### src/psdl_defs.vh
// Register map, reset values, encodings and timing for the panel logic
`ifndef PSDL_DEFS_VH
`define PSDL_DEFS_VH

// Register byte offsets
`define PSDL_REG_STATUS      8'h00
`define PSDL_REG_SPEED_TH    8'h04
`define PSDL_REG_POS_TH      8'h08
`define PSDL_REG_ROT_TH      8'h0C
`define PSDL_REG_TORQ_LVL    8'h10
`define PSDL_REG_EDIT        8'h14

// Reset values of the threshold registers and the edit value
`define PSDL_RST_SPEED_TH    16'h000A
`define PSDL_RST_POS_TH      32'h0000000A
`define PSDL_RST_ROT_TH      16'h0014
`define PSDL_RST_TORQ_LVL    16'h000A
`define PSDL_RST_EDIT        20'h00000

// Status register fields
`define PSDL_ST_MODE_LSB     0
`define PSDL_ST_CODE_LSB     4
`define PSDL_ST_SEG_LSB      8
`define PSDL_ST_SHOWN_BIT    16
`define PSDL_ST_DIGIT_LSB    17

// Control modes reported by the servo core
`define PSDL_CM_SPEED        2'h0
`define PSDL_CM_POSITION     2'h1
`define PSDL_CM_TORQUE       2'h2

// Operation state codes on the code digits
`define PSDL_SC_INIT_FAIL    4'h0
`define PSDL_SC_SERVO_OFF    4'h1
`define PSDL_SC_READY        4'h2
`define PSDL_SC_RUN          4'h3
`define PSDL_SC_QSTOP        4'h4
`define PSDL_SC_ALARM        4'h5
`define PSDL_SC_SAFE         4'h6
`define PSDL_SC_FWD_PROH     4'h7
`define PSDL_SC_REV_PROH     4'h8
`define PSDL_SC_OVERTRAVEL   4'h9
`define PSDL_SC_ALM_NUM      4'hA

// Timing
`define PSDL_CLK_KHZ         125000
`define PSDL_DEBOUNCE_MS     10
`define PSDL_ALT_MS          500
`define PSDL_DEBOUNCE_CYC    21'h1312D0
`define PSDL_ALT_CYC         26'h3B9ACA0

`endif

### src/psdl_key_debounce.v
// Key synchroniser and debouncer giving one pulse per press
`timescale 1ns/10ps
module psdl_key_debounce #(
    parameter [20:0] DEBOUNCE_CYC = 21'h1312D0
) (
    input  wire clk_i,
    input  wire rst_i,
    input  wire key_n_i,
    output reg  press_o
);

    reg        sync1_q;
    reg        sync2_q;
    reg        stable_q;
    reg [20:0] cnt_q;

    always @(posedge clk_i) begin
        if (rst_i) begin
            sync1_q  <= 1'b0;
            sync2_q  <= 1'b0;
            stable_q <= 1'b0;
            cnt_q    <= 21'h000000;
            press_o  <= 1'b0;
        end else begin
            sync1_q <= ~key_n_i;
            sync2_q <= sync1_q;
            press_o <= 1'b0;
            // Level must hold for the full window before it counts
            if (sync2_q == stable_q) begin
                cnt_q <= 21'h000000;
            end else if (cnt_q >= DEBOUNCE_CYC - 21'h000001) begin
                cnt_q    <= 21'h000000;
                stable_q <= sync2_q;
                press_o  <= sync2_q;
            end else begin
                cnt_q <= cnt_q + 21'h000001;
            end
        end
    end

endmodule

### src/psdl_top.v
// Front-panel key handling, mode selection and status display logic
`timescale 1ns/10ps
`include "psdl_defs.vh"

// Contract
// - Mode key steps status, parameter, utility, monitor modes.
// - Up key increments the value being set.
// - Down key decrements the value being set.
// - Data key shows the value; while editing it shifts digit left.
// - After initialisation ends, status display shows with no key.
// - Two bit-data digits show signal states; three digits show a code.
// - Speed mode segment 1 lit while speed error within threshold.
// - Torque mode segment 1 always lit.
// - Position mode segment 1 lit while position error below threshold.
// - Segment 2 lit while servo off, dark while servo on.
// - Segment 3 lit while control power present.
// - Speed or torque mode segment 4 lit when speed reference high.
// - Position mode segment 4 lit while reference pulses arrive.
// - Speed or torque mode segment 5 lit when torque reference high.
// - Position mode segment 5 lit while deviation clear asserted.
// - Segment 6 lit while main power circuit is normal.
// - Segment 7 lit while motor speed exceeds rotation threshold.
// - Code shows init fail, off, ready, run, quick stop or alarm.
// - Code also shows safe, prohibits, overtravel and alarm number.
// - Data key in alarm state requests alarm clearing; the code does so only in status display mode.
module psdl_top #(
    parameter [20:0] DEBOUNCE_CYC = `PSDL_DEBOUNCE_CYC,
    parameter [25:0] ALT_CYC      = `PSDL_ALT_CYC
) (
    input  wire        clk_i,
    input  wire        rst_i,
    input  wire        wb_cyc_i,
    input  wire        wb_stb_i,
    input  wire        wb_we_i,
    input  wire [7:0]  wb_adr_i,
    input  wire [3:0]  wb_sel_i,
    input  wire [31:0] wb_dat_i,
    output reg  [31:0] wb_dat_o,
    output reg         wb_ack_o,
    input  wire        key_mode_n_i,
    input  wire        key_up_n_i,
    input  wire        key_down_n_i,
    input  wire        key_data_n_i,
    input  wire        init_done_i,
    input  wire [1:0]  ctrl_mode_i,
    input  wire        servo_on_i,
    input  wire        ctrl_power_i,
    input  wire        main_power_ok_i,
    input  wire        ref_pulse_active_i,
    input  wire        dev_clear_i,
    input  wire [15:0] motor_speed_i,
    input  wire [15:0] speed_ref_i,
    input  wire [15:0] torque_ref_i,
    input  wire [31:0] pos_error_i,
    input  wire [3:0]  drive_state_i,
    output reg  [3:0]  panel_mode_o,
    output reg  [6:0]  bit_seg_o,
    output reg  [2:0]  state_code_pad_o,
    output reg  [3:0]  state_code_o,
    output reg  [19:0] edit_value_o,
    output reg  [2:0]  edit_digit_o,
    output reg         value_shown_o,
    output reg         alarm_clear_o
);

    ////////////////////////////////////////////////////////////////////
    // Panel mode states, one-hot
    localparam [4:0] MD_INIT    = 5'h01;
    localparam [4:0] MD_STATUS  = 5'h02;
    localparam [4:0] MD_PARAM   = 5'h04;
    localparam [4:0] MD_UTIL    = 5'h08;
    localparam [4:0] MD_MONITOR = 5'h10;

    reg  [4:0]  mode_q;
    reg  [4:0]  mode_d;
    reg  [15:0] speed_th_q;
    reg  [31:0] pos_th_q;
    reg  [15:0] rot_th_q;
    reg  [15:0] torq_lvl_q;
    reg  [25:0] alt_cnt_q;
    reg         alt_sel_q;
    reg  [6:0]  seg_d;
    reg  [3:0]  code_d;

    wire        press_mode;
    wire        press_up;
    wire        press_down;
    wire        press_data;
    wire        wb_req;
    wire        wb_wr;
    wire        in_alarm;
    wire        edit_mode;
    wire [16:0] speed_err;
    wire        speed_match;
    wire        pos_done;
    wire        rot_seen;
    wire        speed_ref_hi;
    wire        torq_ref_hi;

    ////////////////////////////////////////////////////////////////////
    // Helpers

    function [15:0] abs16;
        input [15:0] v;
        begin
            abs16 = v[15] ? (~v + 16'h0001) : v;
        end
    endfunction

    function [16:0] abs17;
        input [16:0] v;
        begin
            abs17 = v[16] ? (~v + 17'h00001) : v;
        end
    endfunction

    function [31:0] abs32;
        input [31:0] v;
        begin
            abs32 = v[31] ? (~v + 32'h00000001) : v;
        end
    endfunction

    // Byte-lane merge of a bus write into a stored word
    function [31:0] wmerge;
        input [31:0] old;
        input [31:0] nw;
        input [3:0]  sel;
        integer      b;
        begin
            wmerge = old;
            for (b = 0; b < 4; b = b + 1) begin
                if (sel[b]) begin
                    wmerge[8*b +: 8] = nw[8*b +: 8];
                end
            end
        end
    endfunction

    // Byte-lane merge for the 16-bit registers
    function [15:0] wmerge16;
        input [15:0] old;
        input [31:0] nw;
        input [3:0]  sel;
        begin
            wmerge16 = {sel[1] ? nw[15:8] : old[15:8],
                        sel[0] ? nw[7:0] : old[7:0]};
        end
    endfunction

    // Step one decimal digit, wrapping 9 to 0 and 0 to 9
    function [19:0] step_digit;
        input [19:0] v;
        input [2:0]  idx;
        input        up;
        reg   [3:0]  d;
        integer      k;
        begin
            step_digit = v;
            d = 4'h0;
            for (k = 0; k < 5; k = k + 1) begin
                if (idx == k[2:0]) begin
                    d = v[4*k +: 4];
                    if (up) begin
                        d = (d >= 4'h9) ? 4'h0 : d + 4'h1;
                    end else begin
                        d = (d == 4'h0) ? 4'h9 : d - 4'h1;
                    end
                    step_digit[4*k +: 4] = d;
                end
            end
        end
    endfunction

    ////////////////////////////////////////////////////////////////////
    // Key inputs

    psdl_key_debounce #(.DEBOUNCE_CYC(DEBOUNCE_CYC)) u_key_mode (
        .clk_i   (clk_i),
        .rst_i   (rst_i),
        .key_n_i (key_mode_n_i),
        .press_o (press_mode)
    );

    psdl_key_debounce #(.DEBOUNCE_CYC(DEBOUNCE_CYC)) u_key_up (
        .clk_i   (clk_i),
        .rst_i   (rst_i),
        .key_n_i (key_up_n_i),
        .press_o (press_up)
    );

    psdl_key_debounce #(.DEBOUNCE_CYC(DEBOUNCE_CYC)) u_key_down (
        .clk_i   (clk_i),
        .rst_i   (rst_i),
        .key_n_i (key_down_n_i),
        .press_o (press_down)
    );

    psdl_key_debounce #(.DEBOUNCE_CYC(DEBOUNCE_CYC)) u_key_data (
        .clk_i   (clk_i),
        .rst_i   (rst_i),
        .key_n_i (key_data_n_i),
        .press_o (press_data)
    );

    ////////////////////////////////////////////////////////////////////
    // Mode selection

    always @* begin
        mode_d = mode_q;
        case (mode_q)
            MD_INIT: begin
                if (init_done_i) begin
                    mode_d = MD_STATUS;
                end
            end
            MD_STATUS: begin
                if (press_mode) begin
                    mode_d = MD_PARAM;
                end
            end
            MD_PARAM: begin
                if (press_mode) begin
                    mode_d = MD_UTIL;
                end
            end
            MD_UTIL: begin
                if (press_mode) begin
                    mode_d = MD_MONITOR;
                end
            end
            MD_MONITOR: begin
                if (press_mode) begin
                    mode_d = MD_STATUS;
                end
            end
            default: begin
                mode_d = MD_INIT;
            end
        endcase
    end

    assign edit_mode = (mode_q == MD_PARAM) || (mode_q == MD_UTIL) ||
                       (mode_q == MD_MONITOR);
    assign in_alarm  = (drive_state_i == `PSDL_SC_ALARM);

    ////////////////////////////////////////////////////////////////////
    // Bus slave, one wait state per access

    assign wb_req = wb_cyc_i & wb_stb_i & ~wb_ack_o;
    // Write lands on the ack edge, while the request still stands
    assign wb_wr  = wb_cyc_i & wb_stb_i & wb_we_i & wb_ack_o;

    always @(posedge clk_i) begin
        if (rst_i) begin
            mode_q        <= MD_INIT;
            panel_mode_o  <= 4'h0;
            edit_value_o  <= `PSDL_RST_EDIT;
            edit_digit_o  <= 3'h0;
            value_shown_o <= 1'b0;
            alarm_clear_o <= 1'b0;
        end else begin
            mode_q        <= mode_d;
            panel_mode_o  <= mode_d[4:1];
            alarm_clear_o <= 1'b0;
            if (press_mode) begin
                value_shown_o <= 1'b0;
                edit_digit_o  <= 3'h0;
            end else if (press_data && mode_q == MD_STATUS) begin
                alarm_clear_o <= in_alarm;
            end else if (press_data && edit_mode) begin
                if (!value_shown_o) begin
                    value_shown_o <= 1'b1;
                end else begin
                    // Shift the active digit left, wrapping to the right
                    edit_digit_o <= (edit_digit_o == 3'h4) ? 3'h0 :
                                    edit_digit_o + 3'h1;
                end
            end
            // Bus write wins over a key press in the same cycle
            if (wb_wr && wb_adr_i == `PSDL_REG_EDIT) begin
                edit_value_o <= {(wb_sel_i[2] ? wb_dat_i[19:16] :
                                  edit_value_o[19:16]),
                                 wmerge16(edit_value_o[15:0],
                                          wb_dat_i, wb_sel_i)};
            end else if (press_up && edit_mode) begin
                edit_value_o <= step_digit(edit_value_o, edit_digit_o,
                                           1'b1);
            end else if (press_down && edit_mode) begin
                edit_value_o <= step_digit(edit_value_o, edit_digit_o,
                                           1'b0);
            end
        end
    end

    always @(posedge clk_i) begin
        if (rst_i) begin
            speed_th_q <= `PSDL_RST_SPEED_TH;
            pos_th_q   <= `PSDL_RST_POS_TH;
            rot_th_q   <= `PSDL_RST_ROT_TH;
            torq_lvl_q <= `PSDL_RST_TORQ_LVL;
            wb_ack_o   <= 1'b0;
            wb_dat_o   <= 32'h00000000;
        end else begin
            wb_ack_o <= wb_req;
            wb_dat_o <= 32'h00000000;
            if (wb_wr) begin
                case (wb_adr_i)
                    `PSDL_REG_SPEED_TH: begin
                        speed_th_q <= wmerge16(speed_th_q, wb_dat_i, wb_sel_i);
                    end
                    `PSDL_REG_POS_TH: begin
                        pos_th_q <= wmerge(pos_th_q, wb_dat_i, wb_sel_i);
                    end
                    `PSDL_REG_ROT_TH: begin
                        rot_th_q <= wmerge16(rot_th_q, wb_dat_i, wb_sel_i);
                    end
                    `PSDL_REG_TORQ_LVL: begin
                        torq_lvl_q <= wmerge16(torq_lvl_q, wb_dat_i, wb_sel_i);
                    end
                    default: begin
                    end
                endcase
            end else if (wb_req) begin
                case (wb_adr_i)
                    `PSDL_REG_STATUS: begin
                        wb_dat_o <= {12'h000, edit_digit_o, value_shown_o,
                                     1'b0, bit_seg_o, state_code_o,
                                     panel_mode_o};
                    end
                    `PSDL_REG_SPEED_TH: begin
                        wb_dat_o <= {16'h0000, speed_th_q};
                    end
                    `PSDL_REG_POS_TH: begin
                        wb_dat_o <= pos_th_q;
                    end
                    `PSDL_REG_ROT_TH: begin
                        wb_dat_o <= {16'h0000, rot_th_q};
                    end
                    `PSDL_REG_TORQ_LVL: begin
                        wb_dat_o <= {16'h0000, torq_lvl_q};
                    end
                    `PSDL_REG_EDIT: begin
                        wb_dat_o <= {12'h000, edit_value_o};
                    end
                    default: begin
                        wb_dat_o <= 32'h00000000;
                    end
                endcase
            end
        end
    end

    ////////////////////////////////////////////////////////////////////
    // Bit-data segments

    // Sign-extended so opposite-signed speeds cannot overflow
    assign speed_err    = {motor_speed_i[15], motor_speed_i} -
                          {speed_ref_i[15], speed_ref_i};
    assign speed_match  = abs17(speed_err) <= {1'b0, speed_th_q};
    assign pos_done     = abs32(pos_error_i) < pos_th_q;
    assign rot_seen     = abs16(motor_speed_i) > rot_th_q;
    assign speed_ref_hi = abs16(speed_ref_i) > rot_th_q;
    assign torq_ref_hi  = abs16(torque_ref_i) > torq_lvl_q;

    always @* begin
        seg_d = 7'h00;
        case (ctrl_mode_i)
            `PSDL_CM_POSITION: begin
                seg_d[0] = pos_done;
                seg_d[3] = ref_pulse_active_i;
                seg_d[4] = dev_clear_i;
            end
            `PSDL_CM_TORQUE: begin
                seg_d[0] = 1'b1;
                seg_d[3] = speed_ref_hi;
                seg_d[4] = torq_ref_hi;
            end
            default: begin
                seg_d[0] = speed_match;
                seg_d[3] = speed_ref_hi;
                seg_d[4] = torq_ref_hi;
            end
        endcase
        seg_d[1] = ~servo_on_i;
        seg_d[2] = ctrl_power_i;
        seg_d[5] = main_power_ok_i;
        seg_d[6] = rot_seen;
    end

    ////////////////////////////////////////////////////////////////////
    // Operation state code

    always @* begin
        if (drive_state_i > `PSDL_SC_ALM_NUM) begin
            code_d = `PSDL_SC_INIT_FAIL;
        end else if (in_alarm && alt_sel_q) begin
            // Alarm alternates with its number so both stay visible
            code_d = `PSDL_SC_ALM_NUM;
        end else begin
            code_d = drive_state_i;
        end
    end

    always @(posedge clk_i) begin
        if (rst_i) begin
            alt_cnt_q        <= 26'h0000000;
            alt_sel_q        <= 1'b0;
            bit_seg_o        <= 7'h00;
            state_code_o     <= `PSDL_SC_INIT_FAIL;
            state_code_pad_o <= 3'h0;
        end else begin
            if (!in_alarm) begin
                alt_cnt_q <= 26'h0000000;
                alt_sel_q <= 1'b0;
            end else if (alt_cnt_q >= ALT_CYC - 26'h0000001) begin
                alt_cnt_q <= 26'h0000000;
                alt_sel_q <= ~alt_sel_q;
            end else begin
                alt_cnt_q <= alt_cnt_q + 26'h0000001;
            end
            // Status digits only valid once in status display mode
            if (mode_q == MD_STATUS) begin
                bit_seg_o        <= seg_d;
                state_code_o     <= code_d;
                state_code_pad_o <= 3'h7;
            end else begin
                bit_seg_o        <= 7'h00;
                state_code_o     <= `PSDL_SC_INIT_FAIL;
                state_code_pad_o <= 3'h0;
            end
        end
    end

endmodule

### config.mk
export PLATFORM = sky130hd
export DESIGN_NAME = psdl_top
export DESIGN_NICKNAME = d
export VERILOG_FILES = /design/src/psdl_key_debounce.v /design/src/psdl_top.v
export VERILOG_INCLUDE_DIRS = /design/src
export SDC_FILE = /design/constraint.sdc
export NUM_CORES = 1
export LEC_CHECK = 0
export ABC_AREA = 1
export BUFFER_PORTS_ARGS = -buffer_cell sky130_fd_sc_hd__buf_2
export CAP_MARGIN = 20
export CORE_MARGIN = 8
export CORE_UTILIZATION = 54
export DETAILED_ROUTE_END_ITERATION = 8
export PLACE_DENSITY = 0.78
export SETUP_SLACK_MARGIN = 0.4
export SYNTH_ARGS = -nofsm -noshare
export SYNTH_HDL_FRONTEND = slang
export SYNTH_SLANG_ARGS = --single-unit
### constraint.sdc
create_clock -name clk_i -period 3.3 [get_ports clk_i]
set_input_delay 0.33 -clock clk_i [delete_from_list [all_inputs] [get_ports clk_i]]
set_output_delay 0.33 -clock clk_i [all_outputs]
set_load 0.01 [all_outputs]
After elaboration in Yosys (flattened, before gate mapping) --
Cells that the tools add are included.
Word-level totals: bits in registers 284, bits of input ports 145, output and inout port bits 76, word-level logic and storage cells 245
Cells by class: $add $sub $neg 22, order comparisons 16, equality and inequality tests 29, multiplexer cells 43, bitwise gates (word level) 28, reduce and logical (&&, ||, !) cells 59
Operators by type and width (number):
- case mux 32 bit (6 select lines) | 1
- 2-to-1 mux 4 bit | 22
- adder 21 x 1 -> 21 bit, second input constant | 4
- >= comparator 21 bit, second input constant | 4
- 2-to-1 mux 20 bit | 3
- adder 16 x 1 -> 16 bit, second input constant | 3
- > comparator 16 bit | 3
- 2-to-1 mux 16 bit | 3
- inverter 16 bit | 3
- AND reduction 3 bit | 16
- OR reduction 3 bit | 12
- adder 32 x 1 -> 32 bit, second input constant | 1
- less-than comparator 32 bit | 1
- 2-to-1 mux 32 bit | 1
- inverter 32 bit | 1
- adder 26 x 1 -> 26 bit, second input constant | 1
- >= comparator 26 bit, second input constant | 1
- 2-to-1 mux 5 bit | 5
- case mux 5 bit (5 select lines) | 1
- adder 4 x 1 -> 4 bit, second input constant | 5
- >= comparator 4 bit, second input constant | 5
- zero test 4 bit | 5
- subtractor 4 x 1 -> 4 bit, second input constant | 5
- inverter 1 bit | 19
- other kinds (39) | 72

Logic depth before layout (Yosys ltp) --
depth after elaboration 7, depth in mapped cells 32, gate-level depth less buffers 32

Cells and area by module --
From an unflattened synthesis, not the netlist that was laid out.
Second synthesis, totals: cells, all modules 2702, area total of the unflattened synthesis 18581.6 µm²
By module, submodules not included:
- psdl_top | instances 1, cells an instance 1990, area each 13586.8 µm², sequential area each 3643.5 µm²
- psdl_key_debounce | instances 4, cells an instance 178, area each 1248.7 µm², sequential area each 500.5 µm²

Worst setup path before layout --
Ideal clock, no wire load.
kind input port to flip-flop, from input motor_speed_i[0], to register bit_seg_o[0], setup time 0.070 ns, data arrival time 3.289 ns, required time 3.230 ns, setup slack -0.059 ns, cell stages on the path 25, path buffers 0, path through inv_1 > ha_1 > fa_1 > ha_1 > a21boi_0 > nand3_1 > nor2_1 > nand2_1 > nor2_1 > nand3_1 > o21ai_1 > xnor2_1 > inv_1 > ha_1 > nand2_1 > nor2_1 > a211oi_1 > nand2_1 > nand2_1 > nand2_1 > nand2_1 > nand2_1 > nand2_1 > nand3_1 > a21oi_1
On the way: longest elaborated chain between the ends 6
Ends and longest elaborated chain:
- from (decl) | line psdl_top.v:51 | input wire [15:0] motor_speed_i,
- subtractor 16 x 16 -> 17 bit (*) | line psdl_top.v:358 | assign speed_err = {motor_speed_i[15], motor_speed_i} -
- inverter 17 bit | line psdl_top.v:113 | abs17 = v[16] ? (~v + 17'h00001) : v;
- adder 17 x 1 -> 17 bit | line psdl_top.v:113
- 2-to-1 mux 17 bit (*) | line psdl_top.v:113
- less-or-equal comparator 17 x 16 -> 1 bit (*) | line psdl_top.v:360 | assign speed_match = abs17(speed_err) <= {1'b0, speed_th_q};
- case mux 1 bit (2 select lines) (*) | line psdl_top.v:368 | case (ctrl_mode_i)
- to (signal assigned) | line psdl_top.v:424 | bit_seg_o <= seg_d;
- to (decl) | line psdl_top.v:57 | output reg [6:0] bit_seg_o,
Mark *: on every way between the ends. The rest lies on a longest branch, timed or not. A chain may end at the register's enable or synchronous reset.

Final worst setup path --
Same ends and word-level chain as after synthesis.

==> results.tsv <==
stage	metric	value	unit
cells_and_area	seq_area	5645	um^2
die	io_pins	221	
timing	relSlewSlack	48.06	%
setup_path	startpoint_type	primary input	
timing	fmax	326.4	MHz
timing	whs	0.01975	ns
clock_network	clkSinkCount	282	
drt	wirelength	57350	um
synth	netlist_instances	2574	
clock_network	cts-root-buf	clkbuf_16	
setup_path	required	3.81	ns
clock_network	insertion_delay	0.58	ns
cells_and_area	syn2layout_area_growth	20.11	%
hold_path	hold_class	in2reg	
global_route	grt.total_usage	27.97	%
drt	drtAntennaViolNets	0	
clock_network	numCtsBuffers	31	
status	status	completed	
cells_and_area	multi_input_area	10860	um^2
die	initial_core_util	54.40	%
synth	synth_top_area_share	31.26	%
setup_path	worst_ep_arrival_time	3.57	ns
synth	ys_seq_area_share	31.26	%
clock_network	htreeDepth	1	
timing	period_share	92.84	%
clock_network	clk_path_buf_depth	3	
setup_path	crit_path_end_kind	register	
die	dieArea	39550	um^2
synth	yosysTopAreaCell	dfxtp_1	
drt	drt_iter0_drc	1900	
drt	drt-wirelength-per-cell	16.98	um
synth	synthArstFlopShare	0	%
pwr	sequentialPowerShare	40.5	%
synth	synthesis.nets	2863	
global_route	grt_pass1_wl	89700	um
global_route	grt_antenna_before_repair	7	
synth	synth_cell_type_count	59	
drt	vias	18670	
synth	synth-edff-count	0	
synth	synth_common_cells	nand2_1, inv_1, nor2_1, dfxtp_1, a21oi_1	
drt	via_per_inst	5.528	
synth	synthTopCellsByArea	dfxtp_1, ha_1, nand2_1, inv_1, nor2_1	
placed_design	dp.cells	3300	
synth	synth.most_common_cell	nand2_1	
pwr	clkPwrFrac	40.2	%
pwr	swShare	28.59	%
timing	fin_crit	3.064	ns
die	core-area	33200	um^2
clock_network	cts_tree	yes	
cells_and_area	drive_above_1_share	16.80	%
timing	finalHoldViolations	0	
synth	netlist_area	18060	um^2
pwr	p_sw	2.462	mW
die	fp-row-count	67	
pwr	p_leak	9.392	nW
global_route	grt_max_degree	82	
synth	yosysWarnings	0	
placed_design	dp_hpwl	45150	um
die	die_h	198.9	um
cells_and_area	fillCellCount	2968	
global_route	grt_overflow	0	
pwr	power_density	397.1	nW/um^2
job	max_cap_viol_count	0	
timing	maxSlewViolCount	0	
cells_and_area	final_cells	3377	
timing	rsz0062_at_grt	true	
placed_design	portBuffers	220	
global_route	grt_pass1_vias	17840	
setup_path	crit_type	in2reg	
placed_design	place_congestion	0.9729	
synth	synth-seq-cells	282	
timing	finClkSkew	0.01733	ns
synth	syn_avg_cell_area	7.016	um^2
die	die_x	198.9	um
setup_path	path_max_fanout	3	
synth	synth_flop_cell	dfxtp_1	
timing	worstMarginPinSlew	0.7769	ns
pwr	internal_power	6.151	mW
drt	drc	0	
pwr	ir_drop	0.4447	mV
timing	setup_viol	0	
drt	drt_pass1_iterations	6	
pwr	p_comb_share	19.2	%
cells_and_area	nNetsFinal	3190	
clock_network	path_clk_slew	0.07	ns
[layout by cell type (no fill, tap or decap), drive strengths merged, types with 12 or more instances in the layout]
cell,netlist,routed
a211oi,25,25
a21oi,205,205
a221oi,12,12
a31oi,14,14
buf,26,349
clkbuf,37,45
dfxtp,282,282
ha,143,143
inv,377,378
nand2,403,403
nand3,128,128
nand3b,13,13
nand4,34,34
nor2,311,311
nor3,119,119
nor3b,12,12
nor4,26,26
o211ai,19,19
o21ai,163,163
o22ai,33,33
or2,17,17
xnor2,41,41
xor2,97,97
[power groups by stage]
stage / logic (mW) / clock network (mW) / registers [mW]
detailed placement: 1.54 / 0 / 3.56
global placement: 1.50 / 0 / 3.56
floorplan: 0.952 / 0 / 3.55
finish: 1.66 / 3.47 / 3.49
CTS: 1.58 / 3.49 / 3.49
global route: 1.84 / 3.64 / 3.49
[logic make-up after synthesis]
group / Yosys count / synth area share [%]
adders and majority gates: 144 / 10.02
AOI/OAI and AO/OA: 497 / 15.48
and+or+nand+nor: 1072 / 27.00
xor gates and xnor gates: 138 / 6.692
DFF: 282 / 31.26
buffers and inverters: 441 / 9.554
[path summary, 6_finish.rpt]
kind	slack (ns)	to	cells past startpoint	start
hold / removal	0.02	wb_ack_o	3	wb_stb_i
setup / recovery	0.24	bit_seg_o[0]	25	motor_speed_i[0]
hold reg to reg	0.41	u_key_mode.sync2_q	2	u_key_mode.sync1_q
setup reg to reg	0.78	bit_seg_o[6]	6	panel_mode_o[0]
[what timing repair did]
| item | 4_1_cts | 5_1_grt |
|---|---|---|
| resized for setup | 8 | 28 |
| hold endpoints to repair | 8 | 0 |
| hold buffers | 8 | 0 |
| pin swaps | 15 | 10 |
| endpoints found under the setup margin | 1 | 2 |
| buffers inserted | 8 | 0 |
[area by class of cell]
cell class	count	area share, %
diodes	6	0.06922
clock buffers	45	4.096
clock inverters	10	0.5595
inverters	378	6.611
multi-input cells	1851	50.08
flip-flops and latches	282	26.03
well taps	448	2.584
repair buffers	357	9.973
[worst max-delay path, stage by stage]
cell and delay (ns):
buf_6 0.11, inv_12 0.03, ha_4 0.15, fa_2 0.60, buf_6 0.11, buf_4 0.09, nand2_1 0.06, nor2_2 0.13
nand4_1 0.15, nand3b_1 0.27, nor2_4 0.17, a21oi_2 0.09, xnor2_1 0.20, ha_1 0.26, nand2_1 0.07, nor2_1 0.04
a211oi_1 0.17, nand2_1 0.08, nand2_1 0.06, nand2_1 0.04, nand2_1 0.05, nand2_1 0.05, nand2_1 0.05, nand3_1 0.06
a21oi_1 0.13
[per-stage QoR]
stage	setup slack (ns)	TNS (ns)	cell area [um^2]	utilization, %	power (mW)
after floorplan	0.02581	0	18100	-	4.506
after global placement	-0.4809	-0.4809	20370	61.35	5.060
after detailed placement	-0.5278	-0.6794	20370	61.35	5.103
after CTS	0.3161	0	21550	64.93	8.563
after global routing	-0.01102	-0.01102	21680	65.32	8.973
final	0.2364	0	21690	65.34	8.613
[sequential cells by signal (all words and copies together) (netlist names), 3 cells and up]
name and cells:
state_code_o 4, torq_lvl_q 16, u_key_data.cnt_q 21, rot_th_q 16
u_key_mode.cnt_q 21, u_key_up.cnt_q 21, alt_cnt_q 26, panel_mode_o 4
wb_dat_o 32, edit_value_o 20, pos_th_q 32, edit_digit_o 3
u_key_down.cnt_q 21, speed_th_q 16, bit_seg_o 7
[routing by layer]
metal | vias up | routed length (um) | track usage, %
met4 | 4 | 2595 | 11.12
met1 | 8529 | 23150 | 34.92
li1 | 9199 | - | -
met5 | - | 28 | 0
met3 | 175 | 5509 | 5.786
met2 | 761 | 26070 | 46.67
Power figures use the tool's default switching activity.
